File: config.mk
export PLATFORM = sky130hd
export DESIGN_NAME = rmcc_top
export DESIGN_NICKNAME = d
export VERILOG_FILES = /design/src/pkg/rmcc_pkg.sv /design/src/logic/rmcc_sync.sv /design/src/logic/rmcc_irq_bits.sv /design/src/logic/rmcc_top.sv
export SDC_FILE = /design/constraint.sdc
export NUM_CORES = 1
export LEC_CHECK = 0
export BUFFER_PORTS_ARGS = -buffer_cell sky130_fd_sc_hd__buf_2
export CORE_MARGIN = 4
export CORE_UTILIZATION = 45
export CTS_CLUSTER_SIZE = 14
export DETAILED_ROUTE_END_ITERATION = 12
export GPL_ROUTABILITY_DRIVEN = 0
export HOLD_SLACK_MARGIN = 0.1
export PLACE_DENSITY = 0.92
export SLEW_MARGIN = 0
export SYNTH_ARGS = -nofsm -noshare
export SYNTH_HDL_FRONTEND = slang
export SYNTH_SLANG_ARGS = --single-unit
export TNS_END_PERCENT = 50
File: constraint.sdc
create_clock -name i_sys_clk -period 2.6 [get_ports i_sys_clk]
set_clock_uncertainty 0.15 [all_clocks]
set_input_delay 0.39 -clock i_sys_clk [delete_from_list [all_inputs] [get_ports i_sys_clk]]
set_output_delay 0.39 -clock i_sys_clk [all_outputs]
set_load 0.01 [all_outputs]
File: src/pkg/rmcc_pkg.sv
// Constants and types shared by the mode command control word block
package rmcc_pkg;

	// ********************************************************
	// Register offsets (byte addresses on APB)
	// ********************************************************
	localparam logic [7:0] OFS_CTRL_WORD  = 8'h00;
	localparam logic [7:0] OFS_CONFIG     = 8'h04;
	localparam logic [7:0] OFS_COMMAND    = 8'h08;
	localparam logic [7:0] OFS_IRQ_STATUS = 8'h0C;
	localparam logic [7:0] OFS_IRQ_MASK   = 8'h10;
	localparam logic [7:0] OFS_STATUS     = 8'h14;

	// ********************************************************
	// Control word fields
	// ********************************************************
	localparam int BIT_IRQ_ON_INDEX_ZERO = 15;
	localparam int BIT_IRQ_ON_ACCESS     = 14;
	localparam int BIT_MAKE_BUSY         = 12;
	localparam int BIT_DESC_ACCESSED     = 11;
	localparam int BIT_PTR_SELECT        = 10;
	localparam int BIT_BROADCAST         = 9;
	localparam int BIT_DBUF_ACTIVE       = 8;
	localparam int IDX_MSB               = 7;
	localparam int IDX_LSB               = 4;
	localparam int BIT_STOP_DBUF         = 3;
	localparam int BIT_DBUF_ENABLE       = 2;
	localparam logic [15:0] CTRL_RESET   = 16'h0000;

	// ********************************************************
	// Configuration register fields
	// ********************************************************
	localparam int CFG_SIMPLIFIED = 0;
	localparam int CFG_TERM_EN    = 1;
	localparam int CFG_TERM_EXEC  = 2;
	localparam int CFG_GEN_IDXZ   = 3;
	localparam int CFG_GEN_ACCESS = 4;
	localparam int CFG_WIDTH      = 5;
	localparam logic [4:0] CFG_RESET = 5'h00;
	localparam int CMD_SW_RESET   = 0;

	// ********************************************************
	// Interrupt bits and log codes
	// ********************************************************
	localparam int IRQ_WIDTH      = 2;
	localparam int IRQ_IDX_ZERO   = 0;
	localparam int IRQ_ACCESS     = 1;
	localparam logic [1:0] IRQ_RESET = 2'h0;

	// ********************************************************
	// Command decode values
	// ********************************************************
	localparam logic [4:0] SUBADDR_MODE_LOW  = 5'h00;
	localparam logic [4:0] SUBADDR_MODE_HIGH = 5'h1F;
	localparam logic [4:0] MODE_CODE_DATA    = 5'h10;
	localparam logic [3:0] IDX_ONE           = 4'h1;
	localparam logic [3:0] IDX_ZERO          = 4'h0;

	typedef enum logic [1:0] {
		BUF_INDEXED,
		BUF_DOUBLE,
		BUF_SIMPLIFIED
	} rmcc_buf_mode_type;

endpackage

File: src/logic/rmcc_sync.sv
// Two flip-flop synchroniser for one level from outside the clock domain
module rmcc_sync
(
	input  wire logic i_sys_clk, // System clock
	input  wire logic i_resetn,  // Asynchronous reset, active low
	input  wire logic i_async,   // Level from a pin
	output logic      o_sync     // Level in the clock domain
);

	logic stage_one;

	// ********************************************************
	// Synchroniser chain
	// ********************************************************
	// First stage feeds only the second one
	always_ff @(posedge i_sys_clk or negedge i_resetn)
	begin
		if (!i_resetn)
		begin
			stage_one <= 1'b0;
			o_sync    <= 1'b0;
		end
		else
		begin
			stage_one <= i_async;
			o_sync    <= stage_one;
		end
	end

endmodule

File: src/logic/rmcc_irq_bits.sv
// Sticky interrupt status with write-one-to-clear, mask and level output
module rmcc_irq_bits
#(
	parameter int WIDTH = 2 // Number of event bits
)
(
	input  wire logic             i_sys_clk,  // System clock
	input  wire logic             i_resetn,   // Asynchronous reset, active low
	input  wire logic [WIDTH-1:0] i_set,      // Event pulses
	input  wire logic             i_clr_wr,   // Status write strobe
	input  wire logic [WIDTH-1:0] i_clr_data, // Ones clear status bits
	input  wire logic             i_mask_wr,  // Mask write strobe
	input  wire logic [WIDTH-1:0] i_mask_data,// New mask value
	output logic      [WIDTH-1:0] o_status,   // Sticky status
	output logic      [WIDTH-1:0] o_mask,     // Mask, one enables
	output logic                  o_irq       // Level interrupt
);

	// ********************************************************
	// Status bits
	// ********************************************************
	// Set wins over a clear in the same cycle so no event is lost
	always_ff @(posedge i_sys_clk or negedge i_resetn)
	begin
		if (!i_resetn)
			o_status <= '0;
		else if (i_clr_wr)
			o_status <= (o_status & ~i_clr_data) | i_set;
		else
			o_status <= o_status | i_set;
	end

	// Mask register
	always_ff @(posedge i_sys_clk or negedge i_resetn)
	begin
		if (!i_resetn)
			o_mask <= '0;
		else if (i_mask_wr)
			o_mask <= i_mask_data;
	end

	// Output stays high while any enabled status bit is set
	assign o_irq = |(o_status & o_mask);

endmodule

File: src/logic/rmcc_top.sv
// Receive mode command control word, buffer mode choice and interrupts
//
// What this block does
// - Mode commands never use circular buffering; only indexed, double or simplified.
// - Simplified bit clear: per-word double buffer enable picks double or indexed.
// - Simplified bit set: per-word double buffer enable is ignored.
// - Simplified mode stores info, time tag, data of codes 16-31 in descriptor.
// - Simplified mode follows no data buffer pointers.
// - Simplified mode freezes index and pointer select and clears bit 8; only the access interrupt can fire.
// - Receive control word serves receive commands with subaddress 0 or 31.
// - Bits 8-11 ignore host writes; device updates them only while executing.
// - Bit 2 host-writable only when not executing; 3 and 12-15 always.
// - Master reset clears the whole control word.
// - Software reset clears only accessed, pointer select and broadcast bits.
// - A read of the control word clears the accessed bit unless a message finishes in the same cycle.
// - Index stepping 1 to 0 with both enables raises, flags and logs.
// - Each valid receive mode command with both access enables raises and logs.
// - Double buffering toggles pointer select after each error-free message not answered with busy.
// - Device sets the accessed bit when it finishes a message.
//
// Decided for this implementation: the register offsets and the APB interface to the registers.
module rmcc_top
(
	input  wire logic        i_sys_clk,         // System clock, 50 MHz
	input  wire logic        i_resetn,          // Async reset, active low
	input  wire logic        i_master_reset_pin,// Master reset pin, high
	input  wire logic        i_psel,            // APB select
	input  wire logic        i_penable,         // APB enable
	input  wire logic        i_pwrite,          // APB direction
	input  wire logic [7:0]  i_paddr,           // APB byte address
	input  wire logic [31:0] i_pwdata,          // APB write data
	output logic      [31:0] o_prdata,          // APB read data
	output logic             o_pready,          // APB ready
	output logic             o_pslverr,         // APB error
	input  wire logic        i_msg_done,        // Message finished pulse
	input  wire logic        i_msg_valid,       // Valid mode command
	input  wire logic        i_msg_tr,          // Command T/R bit
	input  wire logic [4:0]  i_msg_subaddr,     // Command subaddress
	input  wire logic [4:0]  i_msg_mode_code,   // Mode code field
	input  wire logic        i_msg_error_free,  // No error in message
	input  wire logic        i_msg_broadcast,   // Broadcast command
	output rmcc_pkg::rmcc_buf_mode_type o_buffer_mode, // Active buffering
	output logic             o_rx_word_select,  // Receive word applies
	output logic             o_use_pointer_b,   // Next message uses B
	output logic             o_follow_data_ptr, // Data pointers in use
	output logic             o_store_in_desc,   // Data kept in descriptor
	output logic             o_make_busy,       // Answer with busy
	output logic             o_log_valid,       // Log entry pulse
	output logic [1:0]       o_log_code,        // Log entry cause
	output logic             o_irq              // Interrupt, active high
);

	import rmcc_pkg::*;

	// ********************************************************
	// Declarations
	// ********************************************************
	logic                 mr_sync;
	logic [15:0]          ctrl_word;
	logic [4:0]           host_bits;  // Bits 15-12, then bit 3
	logic                 double_buffer_enable;
	logic                 double_buffer_active;
	logic                 buffer_pointer_select;
	logic                 broadcast_flag;
	logic                 descriptor_accessed;
	logic [CFG_WIDTH-1:0] config_reg;
	logic                 simplified;
	logic                 term_enable;
	logic                 term_execute;
	logic                 apb_wr;
	logic                 apb_rd;
	logic                 addr_ok;
	logic                 sw_reset;
	logic                 ctrl_wr;
	logic                 ctrl_rd;
	logic                 msg_done;
	logic [3:0]           index_count;
	logic                 idx_zero_evt;
	logic                 access_evt;
	logic [IRQ_WIDTH-1:0] irq_set;
	logic [IRQ_WIDTH-1:0] irq_status;
	logic [IRQ_WIDTH-1:0] irq_mask;
	logic [31:0]          next_prdata;

	// ********************************************************
	// Master reset pin
	// ********************************************************
	// Pin is asynchronous, so it is synchronised before use
	rmcc_sync u_mr_sync
	(
		.i_sys_clk (i_sys_clk),
		.i_resetn  (i_resetn),
		.i_async   (i_master_reset_pin),
		.o_sync    (mr_sync)
	);

	// ********************************************************
	// APB decode
	// ********************************************************
	// Zero wait states: every access ends in its first access cycle
	assign o_pready = 1'b1;
	assign apb_wr   = i_psel & i_penable & i_pwrite;
	assign apb_rd   = i_psel & i_penable & ~i_pwrite;

	// Address check for the error answer
	always_comb
	begin
		unique case (i_paddr)
			OFS_CTRL_WORD, OFS_CONFIG, OFS_COMMAND,
			OFS_IRQ_STATUS, OFS_IRQ_MASK, OFS_STATUS: addr_ok = 1'b1;
			default:                                  addr_ok = 1'b0;
		endcase
	end

	assign o_pslverr = i_psel & i_penable & ~addr_ok;
	assign ctrl_wr   = apb_wr & (i_paddr == OFS_CTRL_WORD);
	assign ctrl_rd   = apb_rd & (i_paddr == OFS_CTRL_WORD);
	assign sw_reset  = apb_wr & (i_paddr == OFS_COMMAND)
		& i_pwdata[CMD_SW_RESET];

	// ********************************************************
	// Configuration register
	// ********************************************************
	always_ff @(posedge i_sys_clk or negedge i_resetn)
	begin
		if (!i_resetn)
			config_reg <= CFG_RESET;
		else if (mr_sync)
			config_reg <= CFG_RESET;
		else if (apb_wr && i_paddr == OFS_CONFIG)
			config_reg <= i_pwdata[CFG_WIDTH-1:0];
	end

	assign simplified   = config_reg[CFG_SIMPLIFIED];
	assign term_enable  = config_reg[CFG_TERM_EN];
	assign term_execute = config_reg[CFG_TERM_EXEC];

	// ********************************************************
	// Command decode and buffer mode
	// ********************************************************
	// Receive word serves receive mode commands only
	assign o_rx_word_select = ~i_msg_tr
		& (i_msg_subaddr == SUBADDR_MODE_LOW
		| i_msg_subaddr == SUBADDR_MODE_HIGH);
	assign msg_done = term_execute & i_msg_done & i_msg_valid
		& o_rx_word_select;

	// No circular choice exists for mode commands
	always_comb
	begin
		if (simplified)
			o_buffer_mode = BUF_SIMPLIFIED;
		else if (ctrl_word[BIT_DBUF_ENABLE])
			o_buffer_mode = BUF_DOUBLE;
		else
			o_buffer_mode = BUF_INDEXED;
	end

	// Simplified mode keeps data inside the descriptor block
	assign o_follow_data_ptr = ~simplified;
	assign o_store_in_desc   = simplified
		& (i_msg_mode_code >= MODE_CODE_DATA);
	assign o_use_pointer_b   = ctrl_word[BIT_PTR_SELECT];
	assign o_make_busy       = ctrl_word[BIT_MAKE_BUSY];

	// ********************************************************
	// Host-owned control word bits
	// ********************************************************
	// Bits 3 and 12-15 take writes at any time
	always_ff @(posedge i_sys_clk or negedge i_resetn)
	begin
		if (!i_resetn)
			host_bits <= {CTRL_RESET[15:12], CTRL_RESET[BIT_STOP_DBUF]};
		else if (mr_sync)
			host_bits <= {CTRL_RESET[15:12], CTRL_RESET[BIT_STOP_DBUF]};
		else if (ctrl_wr)
			host_bits <= {i_pwdata[15:12], i_pwdata[BIT_STOP_DBUF]};
	end

	// Enable bit is frozen while the terminal executes
	always_ff @(posedge i_sys_clk or negedge i_resetn)
	begin
		if (!i_resetn)
			double_buffer_enable <= 1'b0;
		else if (mr_sync)
			double_buffer_enable <= 1'b0;
		else if (ctrl_wr && !term_execute)
			double_buffer_enable <= i_pwdata[BIT_DBUF_ENABLE];
	end

	// One driver per bit; circular enables read as zero
	assign ctrl_word = {host_bits[4:1], descriptor_accessed,
		buffer_pointer_select, broadcast_flag, double_buffer_active,
		index_count, host_bits[0], double_buffer_enable, 2'b00};

	// ********************************************************
	// Message index count
	// ********************************************************
	// Host loads it while stopped, device steps it while running
	always_ff @(posedge i_sys_clk or negedge i_resetn)
	begin
		if (!i_resetn)
			index_count <= IDX_ZERO;
		else if (mr_sync)
			index_count <= IDX_ZERO;
		else if (ctrl_wr && !term_execute)
			index_count <= i_pwdata[IDX_MSB:IDX_LSB];
		else if (msg_done && o_buffer_mode == BUF_INDEXED
			&& index_count != IDX_ZERO)
			index_count <= index_count - IDX_ONE;
	end

	// ********************************************************
	// Device-owned status bits 8 to 11
	// ********************************************************
	// Double buffering is confirmed only while enabled and running;
	// an enable bit written before enable still counts, as it is recomputed every running cycle
	always_ff @(posedge i_sys_clk or negedge i_resetn)
	begin
		if (!i_resetn)
			double_buffer_active <= 1'b0;
		else if (mr_sync)
			double_buffer_active <= 1'b0;
		else if (term_execute)
			double_buffer_active <= term_enable & ~simplified
				& double_buffer_enable & ~host_bits[0];
	end

	// Pointer flips only on good, non-busy double buffer messages
	always_ff @(posedge i_sys_clk or negedge i_resetn)
	begin
		if (!i_resetn)
			buffer_pointer_select <= 1'b0;
		else if (mr_sync || sw_reset)
			buffer_pointer_select <= 1'b0;
		else if (msg_done && o_buffer_mode == BUF_DOUBLE
			&& double_buffer_active && i_msg_error_free
			&& !o_make_busy)
			buffer_pointer_select <= ~buffer_pointer_select;
	end

	// Broadcast flag follows the last finished message
	always_ff @(posedge i_sys_clk or negedge i_resetn)
	begin
		if (!i_resetn)
			broadcast_flag <= 1'b0;
		else if (mr_sync || sw_reset)
			broadcast_flag <= 1'b0;
		else if (msg_done)
			broadcast_flag <= i_msg_broadcast;
	end

	// Completion set is checked first so a read cannot swallow it
	always_ff @(posedge i_sys_clk or negedge i_resetn)
	begin
		if (!i_resetn)
			descriptor_accessed <= 1'b0;
		else if (mr_sync)
			descriptor_accessed <= 1'b0;
		else if (msg_done)
			descriptor_accessed <= 1'b1;
		else if (sw_reset || ctrl_rd)
			descriptor_accessed <= 1'b0;
	end

	// ********************************************************
	// Interrupt events
	// ********************************************************
	// Index-zero event in indexed mode only; access event in every mode, simplified included
	assign idx_zero_evt = msg_done && o_buffer_mode == BUF_INDEXED
		&& index_count == IDX_ONE
		&& ctrl_word[BIT_IRQ_ON_INDEX_ZERO]
		&& config_reg[CFG_GEN_IDXZ];
	assign access_evt   = msg_done && ctrl_word[BIT_IRQ_ON_ACCESS]
		&& config_reg[CFG_GEN_ACCESS];

	always_comb
	begin
		irq_set               = '0;
		irq_set[IRQ_IDX_ZERO] = idx_zero_evt;
		irq_set[IRQ_ACCESS]   = access_evt;
	end

	rmcc_irq_bits #(.WIDTH(IRQ_WIDTH)) u_irq
	(
		.i_sys_clk   (i_sys_clk),
		.i_resetn    (i_resetn),
		.i_set       (irq_set),
		.i_clr_wr    (apb_wr && i_paddr == OFS_IRQ_STATUS),
		.i_clr_data  (i_pwdata[IRQ_WIDTH-1:0]),
		.i_mask_wr   (apb_wr && i_paddr == OFS_IRQ_MASK),
		.i_mask_data (i_pwdata[IRQ_WIDTH-1:0]),
		.o_status    (irq_status),
		.o_mask      (irq_mask),
		.o_irq       (o_irq)
	);

	// ********************************************************
	// Interrupt log strobe
	// ********************************************************
	// Cause bits share the status layout, so both can log at once
	always_ff @(posedge i_sys_clk or negedge i_resetn)
	begin
		if (!i_resetn)
			{o_log_valid, o_log_code} <= 3'h0;
		else
			{o_log_valid, o_log_code} <= {|irq_set, irq_set};
	end

	// ********************************************************
	// Read data
	// ********************************************************
	always_comb
	begin
		next_prdata = 32'h0000_0000;
		unique case (i_paddr)
			OFS_CTRL_WORD:  next_prdata[15:0] = ctrl_word;
			OFS_CONFIG:     next_prdata[CFG_WIDTH-1:0] = config_reg;
			OFS_IRQ_STATUS: next_prdata[IRQ_WIDTH-1:0] = irq_status;
			OFS_IRQ_MASK:   next_prdata[IRQ_WIDTH-1:0] = irq_mask;
			OFS_STATUS:     next_prdata[1:0] = o_buffer_mode;
			default:        next_prdata = 32'h0000_0000;
		endcase
	end

	// Combinational read keeps the slave at zero wait states
	assign o_prdata = apb_rd ? next_prdata : 32'h0000_0000;

endmodule

# Word-level counts from Yosys, hierarchy flattened

Index checks and enable logic that the tools add are counted.

Register bits after elaboration: 28
Bits of input ports: 61
Output and inout bits: 45
Word-level logic and storage cells: 112

Add/subtract/negate cells: 1
$lt $le $gt $ge: 1
Equal/unequal tests: 8
Muxes and demuxes: 26
Bitwise logic cells: 28
Reductions and logical operators: 34

Operator list:

| kind                                                     | count |
|---|---|
| 2-to-1 mux 5 bit                                         | 4 |
| bitwise AND 1 bit                                        | 16 |
| equality test 8 x 4 -> 1 bit, second input constant      | 2 |
| equality test 8 x 5 -> 1 bit, second input constant      | 2 |
| 2-to-1 mux 16 bit                                        | 1 |
| logical AND 1 bit                                        | 15 |
| 2-to-1 mux 1 bit                                         | 13 |
| 2-to-1 mux 4 bit                                         | 3 |
| nonzero test 2 bit                                       | 6 |
| 2-to-1 mux 11 bit                                        | 1 |
| equality test 8 x 3 -> 1 bit, second input constant      | 1 |
| zero test 8 bit                                          | 1 |
| case mux 2 bit (4 select lines)                          | 1 |
| inverter 1 bit                                           | 6 |
| case mux 3 bit (2 select lines)                          | 1 |
| nonzero test 3 bit                                       | 2 |
| OR reduction 6 bit                                       | 1 |
| equality test 5 bit, second input constant               | 1 |
| greater-or-equal comparator 5 bit, second input constant | 1 |
| zero test 5 bit                                          | 1 |
| bitwise AND 2 bit                                        | 2 |
| equality test 4 x 1 -> 1 bit, second input constant      | 1 |
| 2-to-1 mux 2 bit                                         | 2 |
| OR 2 bit                                                 | 2 |
| 9 further kinds                                          | 12 |

# Longest topological paths before layout

Gate-level depths: netlist of the first run.

Word-level depth: 10
Gate-level depth with buffers: 6

# By module

From an unflattened synthesis of the first run, not the netlist that was laid out.

Cells, all modules: 190
Area, all modules: 1740.4 um^2

By module, submodules not included:

| module        | instances | cells an instance | area each (um^2) | sequential area each (um^2) |
|---|---|---|---|---|
| rmcc_top      | 1         | 177               | 1529.0           | 550.5 |
| rmcc_irq_bits | 1         | 11                | 161.4            | 100.1 |
| rmcc_sync     | 1         | 2                 | 50.0             | 50.0 |

# Worst setup path before layout of the first run

OpenSTA, ideal clock, no wires.

Path type: input-to-output
Start: in i_paddr[3]
End: out o_prdata[2]
Data arrival time: 1.806 ns
Setup slack: 0.254 ns
Stages: 4
Cells stage by stage: or4_4 > or2_4 > or3_1 > nor2_1

Word-level cells in the longest chain between the ends: 3

Ends and longest elaborated chain:

| what                                                            | RTL line        | RTL |
|---|---|---|
| start: declaration                                              | rmcc_top.sv:30  | `input wire logic [7:0] i_paddr,` |
| equality test 8 x 3 -> 1 bit or zero test 8 bit (tied branches) | rmcc_top.sv:316 | `unique case (i_paddr)` |
| case mux 3 bit (2 select lines) (*)                             | rmcc_top.sv:316 |  |
| 2-to-1 mux 16 bit (*)                                           | rmcc_top.sv:327 | `assign o_prdata = apb_rd ? next_prdata : 32'h0000_0000;` |
| end: declaration                                                | rmcc_top.sv:32  | `output logic [31:0] o_prdata,` |

Mark *: on every way between the ends. The rest lies on a longest branch, timed or not.

# Worst setup path after layout of the first run

Start: in i_paddr[3]
End: out o_prdata[3]

The elaborated chain is that of the path after synthesis.

==> metrics.txt, run 1 <==
outcome=finished, final reports clean; vias per cell=5.46; most frequent cells in the layout=buf_2 (64), dfrtp_1 (28), nor2_1 (21); Synth-to-Final Area Change=21.8%; CP max FO=5; fin cells=318; Iter 0 DRT Violations=73; syn_area_per_cell=9.52 µm²; clock transition at the registers of the reported paths=90 ps; layout cells sized above 1=34.3%; Die Ht=72.9 µm; YS warnings=0; Ports=106; fin crit share=98.4%; Core Footprint=0.00403 mm²; Clock Latency Late Sink=270 ps; Setup Fix Bufs, Post-CTS=0; most common cell after layout, fill and taps aside=buf_2; wire length per cell=14.7 µm; global-route usage over all layers=17.7%; Setup violations, final=0; Layout Nets=333; total gr overflow=0; placed insts=313; Design Power=0.768 mW; ys flop type=dfrtp_1; CP Data Arrival Time=2020 ps; Max Cap Violations=0; Tmin final=2560 ps; register area share after synthesis=37.0%; routed vias=1737; power per cell area=333 mW/mm²; DP Area=0.00224 mm²; Setup TNS=0 ps; Initial Util=47.0%; worst slack, placed=26.0 ps; synth unique cells=48; CTS tree=done; Sw Ratio=24.7%; Slew @ Worst Pin=630 ps; filler cell count=366; Post-Route WL=4660 µm; largest net degree at the start of global routing=29; synthesis-stage register bit count=28; clk sink count=28; CTS Buf Count=3; Setup crit start=i_paddr[3]; Residual DRC=0; hpwl dp=3630 µm; antenna violations before repair=0; HP Start=i_pwdata[12]; CP Class=in -> out; DRT Pass-1 Iters=4; CP Capture Type=output port; die area=0.00531 mm²; Worst setup SP type=input pin; Fin. Hold Viols=0; clock power share=30.3%; Max Freq=0.391 GHz; Seq pwr share=57.0%; worst reg2reg path startpoint=config_reg[2]; Max Buffers Root-to-Sink=2; vias in the first global route=1618; Die W=72.9 µm; Cell Area, Synth=0.00189 mm²; first-pass GRT wire length=7550 µm; instance count of the mapped netlist=199; H-tree depth=1; P_leak=1.16 nW; port buffer count=64; Sw Pwr=0.190 mW; clock root buffer=clkbuf_8; Routed Antenna Nets=0; Rows=23; Final Max Slew Viols=0; Synth async-reset ratio=100%; HP Class=in -> reg; Critical Path RT=2060 ps; Post-synth EDFFs=0; maximum vdd drop=0.156 mV; Comb power frac=12.7%; worst rel slew slack=58.0%; Internal Pwr Total=0.579 mW; final instance area=0.00231 mm²; number of diodes=0; final worst slack=40.6 ps
==> area by class of cell <==
class                   instances  area, µm²  share of cell area, %
multi-input cells             152       1050                   45.5
flip-flops and latches         28        701                   30.4
repair buffers                 77        423                   18.3
well taps                      50       62.6                   2.71
clock buffers                   3       41.3                   1.79
inverters                       8       30.0                   1.30
==> Yosys cell counts, drive strengths merged (4+ instances only) <==
master | number | area (µm²)
nor2b | 6 | 37.5
nand3 | 7 | 35.0
nand4 | 8 | 50.1
nor2 | 22 | 82.6
inv | 8 | 30.0
mux2i | 15 | 150
nand2 | 4 | 15.0
buf | 20 | 150
clkbuf | 6 | 22.5
dfrtp | 28 | 701
mux2 | 4 | 45.0
and2 | 12 | 75.1
nor4 | 5 | 46.3
o2111ai | 4 | 35.0
==> power groups by stage <==
stage,registers [mW],logic (mW),clock network [mW]
after floorplan,0.447,0.0612,0
after global placement,0.447,0.0915,0
after detailed placement,0.447,0.0947,0
after CTS,0.438,0.0973,0.237
after global routing,0.438,0.108,0.254
final,0.438,0.0974,0.233
==> per-stage QoR <==
stage | util, % | hold slack (ps)
after floorplan | - | -55.6
after global placement | 55.7 | 182
after detailed placement | 55.7 | 189
after CTS | 57.2 | 208
after global routing | 57.3 | 212
final | 57.3 | 205
==> worst paths after layout <==
path                                          to  slack (ps)  cells past startpoint
max in group asynchronous        u_irq.o_mask[1]        1370                      2
worst min register to register  u_mr_sync.o_sync         210                      0
worst min-delay path                host_bits[1]         210                      3
min in group asynchronous       u_mr_sync.o_sync         520                      2
worst max-delay path                 o_prdata[3]          40                      6
worst max register to register    index_count[0]         710                      4
==> logic make-up (layout without fill, tap and decap cells) <==
family / after synthesis / count (layout) / share of synthesized area [%]
flip-flops: 28 / 28 / 37.0
AO/OA/AOI/OAI: 27 / 27 / 11.3
multiplexers: 19 / 19 / 10.3
AND/OR/NAND/NOR: 87 / 87 / 29.0
other: 2 / 17 / 0.396
adder cells (fa/ha/maj): 2 / 2 / 1.32
buffers and inverters: 34 / 88 / 10.7
==> routing by layer <==
layer	track usage, %	up-vias	share of wire (%)
met5	0	-	0
li1	-	827	-
met2	29.2	60	48
met3	2.34	4	7.9
met1	24.6	846	44
met4	4.51	0	0.62
==> worst max-delay path: stages <==
cell    delay, ps
buf_2         110
or4_4         540
or2_4         280
or3_1         410
nor2_1        150
buf_2         150
==> what timing repair did <==
action / CTS / global route
endpoints found under the hold margin: 29 / 0
hold buffers: 2 / 0
gates resized for setup: 0 / 1
endpoints found under the setup margin: 0 / 12
No activity file was read; power rests on OpenSTA's default activity.
==> inputs of run 2 (changes only) <==
--- a/config.mk
+++ b/config.mk
@@ -5,14 +5,15 @@
 export SDC_FILE = /design/constraint.sdc
 export NUM_CORES = 1
 export LEC_CHECK = 0
+export ABC_AREA = 1
 export BUFFER_PORTS_ARGS = -buffer_cell sky130_fd_sc_hd__buf_2
 export CORE_MARGIN = 4
-export CORE_UTILIZATION = 45
+export CORE_UTILIZATION = 44
 export CTS_CLUSTER_SIZE = 14
 export DETAILED_ROUTE_END_ITERATION = 12
 export GPL_ROUTABILITY_DRIVEN = 0
 export HOLD_SLACK_MARGIN = 0.1
-export PLACE_DENSITY = 0.92
+export PLACE_DENSITY = 0.91
 export SLEW_MARGIN = 0
 export SYNTH_ARGS = -nofsm -noshare
 export SYNTH_HDL_FRONTEND = slang
==> metrics.txt, run 2 <==
synth top area cells=dfrtp_1 (37%), nand2_1 (14%), inv_1 (7.6%); outcome=finished, final reports clean; antenna violations before repair=0; P_leak=1.29 nW; DRT Pass-1 Iters=5; register area share after synthesis=37.2%; synth unique cells=29; syn_area_per_cell=7.07 µm²; fin cells=380; Iter 0 DRT Violations=126; Synth-to-Final Area Change=18.6%; synthesis-stage register bit count=28; most frequent cells in the layout=nand2_1 (69), buf_2 (64), inv_1 (38); Worst setup SP type=input pin; Ports=106; Final Util=55.0%; placed insts=375; Critical Path RT=2060 ps; fin crit share=81.5%; worst rel slew slack=57.6%; clock root buffer=clkbuf_8; filler cell count=408; largest net degree at the start of global routing=29; hpwl dp=3670 µm; CP Data Arrival Time=1580 ps; CTS Buf Count=3; vias per cell=4.76; leading area contributor after synthesis=dfrtp_1; clock transition at the registers of the reported paths=90 ps; Fin. Hold Viols=0; vias in the first global route=1699; Slew @ Worst Pin=636 ps; instance count of the mapped netlist=266; Final Max Slew Viols=0; Max Freq=0.472 GHz; DP Area=0.00217 mm²; final worst slack=480 ps; Post-synth EDFFs=0; HP Class=in -> reg; wire length per cell=12.0 µm; Residual DRC=0; Design Power=0.898 mW; H-tree depth=1; most common cell in the netlist=nand2_1; post-CTS sizing=0; layout cells sized above 1=26.4%; power per cell area=402 mW/mm²; CP Class=in -> out; RSZ-0062 raised after global routing=no; Synth async-reset ratio=100%; Initial Util=46.4%; Tmin final=2120 ps; Layout Nets=395; CP max FO=12; port buffer count=64; Die Ht=73.4 µm; routed vias=1807; global-route usage over all layers=17.1%; YS warnings=0; total gr overflow=0; Core Footprint=0.00406 mm²; Post-Route WL=4550 µm; most common cell after layout, fill and taps aside=nand2_1; Worst Hold Slack=202 ps; Synth top area share=37.2%; Max Cap Violations=0; die area=0.00539 mm²; clk sink count=28; Clock Latency Late Sink=270 ps; Rows=23; Cell Area, Synth=0.00188 mm²; worst slack, placed=491 ps; CTS tree=done; Setup TNS=0 ps; first-pass GRT wire length=7310 µm; ys flop type=dfrtp_1; Max Buffers Root-to-Sink=2; reg-to-reg slack, setup=1000 ps; maximum vdd drop=0.256 mV; most common library cells after synthesis=nand2_1 (69), inv_1 (38), nor2_1 (37); Setup violations, final=0; Routed Antenna Nets=0; CP Capture Type=output port; Die W=73.4 µm; final instance area=0.00223 mm²; number of diodes=0
[run 2: cell types whose count changed after synthesis, moves of 5 or more]
cell,before,now
nor2_1,22,37
nor2_2,0,5
clkbuf_1,6,0
o21ai_0,3,10
nand3_1,7,19
inv_1,8,38
nand2_1,4,69
and2_1,12,0
mux2i_1,15,0
nor2b_1,6,0
[run 2: area by class of cell]
cell class | count | area [µm²] | area share [%]
multi-input cells | 192 | 930 | 41.7
flip-flops and latches | 28 | 701 | 31.4
repair buffers | 66 | 340 | 15.3
inverters | 41 | 156 | 7.01
well taps | 50 | 62.6 | 2.80
clock buffers | 3 | 41.3 | 1.85
[run 2: timing repair]
| action | in CTS | in global routing |
|---|---|---|
| buffers inserted | 0 | 0 |
| endpoints found under the hold margin | 29 | 0 |
| hold buffers | 2 | 0 |
[run 2: cell families after synthesis]
family	Yosys count	share of synthesized area, %
flip-flops	28	37.2
AO/OA/AOI/OAI	21	5.85
XOR/XNOR	2	0.931
AND/OR/NAND/NOR	150	37.9
adder cells (fa/ha/maj)	2	1.33
other	2	0.399
buffers and inverters	61	16.4
[run 2: metal layers]
| layer | share of wire, % | wire length [µm] | vias up | track usage (%) |
|---|---|---|---|---|
| li1 | - | - | 915 | - |
| met4 | 0.88 | 40 | 0 | 4.63 |
| met1 | 42 | 1890 | 807 | 21.3 |
| met5 | 0 | 0 | - | 0 |
| met2 | 48 | 2170 | 79 | 29.8 |
| met3 | 10 | 454 | 6 | 3.69 |
[run 2: power by group]
group / switching [mW] / internal [mW]
Clock: 0.127 / 0.104
Combinational: 0.116 / 0.0702
Sequential: 0.0231 / 0.457
Total: 0.266 / 0.632
[run 2: worst paths after layout]
kind	cells past startpoint	startpoint	end
max	7	i_paddr[7]	o_prdata[6]
min	3	i_pwdata[13]	host_bits[2]
max reg2reg	4	u_mr_sync.o_sync	host_bits[4]
min reg2reg	0	u_mr_sync.stage_one	u_mr_sync.o_sync
max in group asynchronous	2	i_resetn	u_mr_sync.o_sync
min in group asynchronous	2	i_resetn	host_bits[4]
[run 2: critical path, stage by stage]
cell and delay, ps:
buf_2 100, nor2_2 130, nand2_2 120, nor2_8 190
nand2_1 310, nor2_1 190, buf_2 150
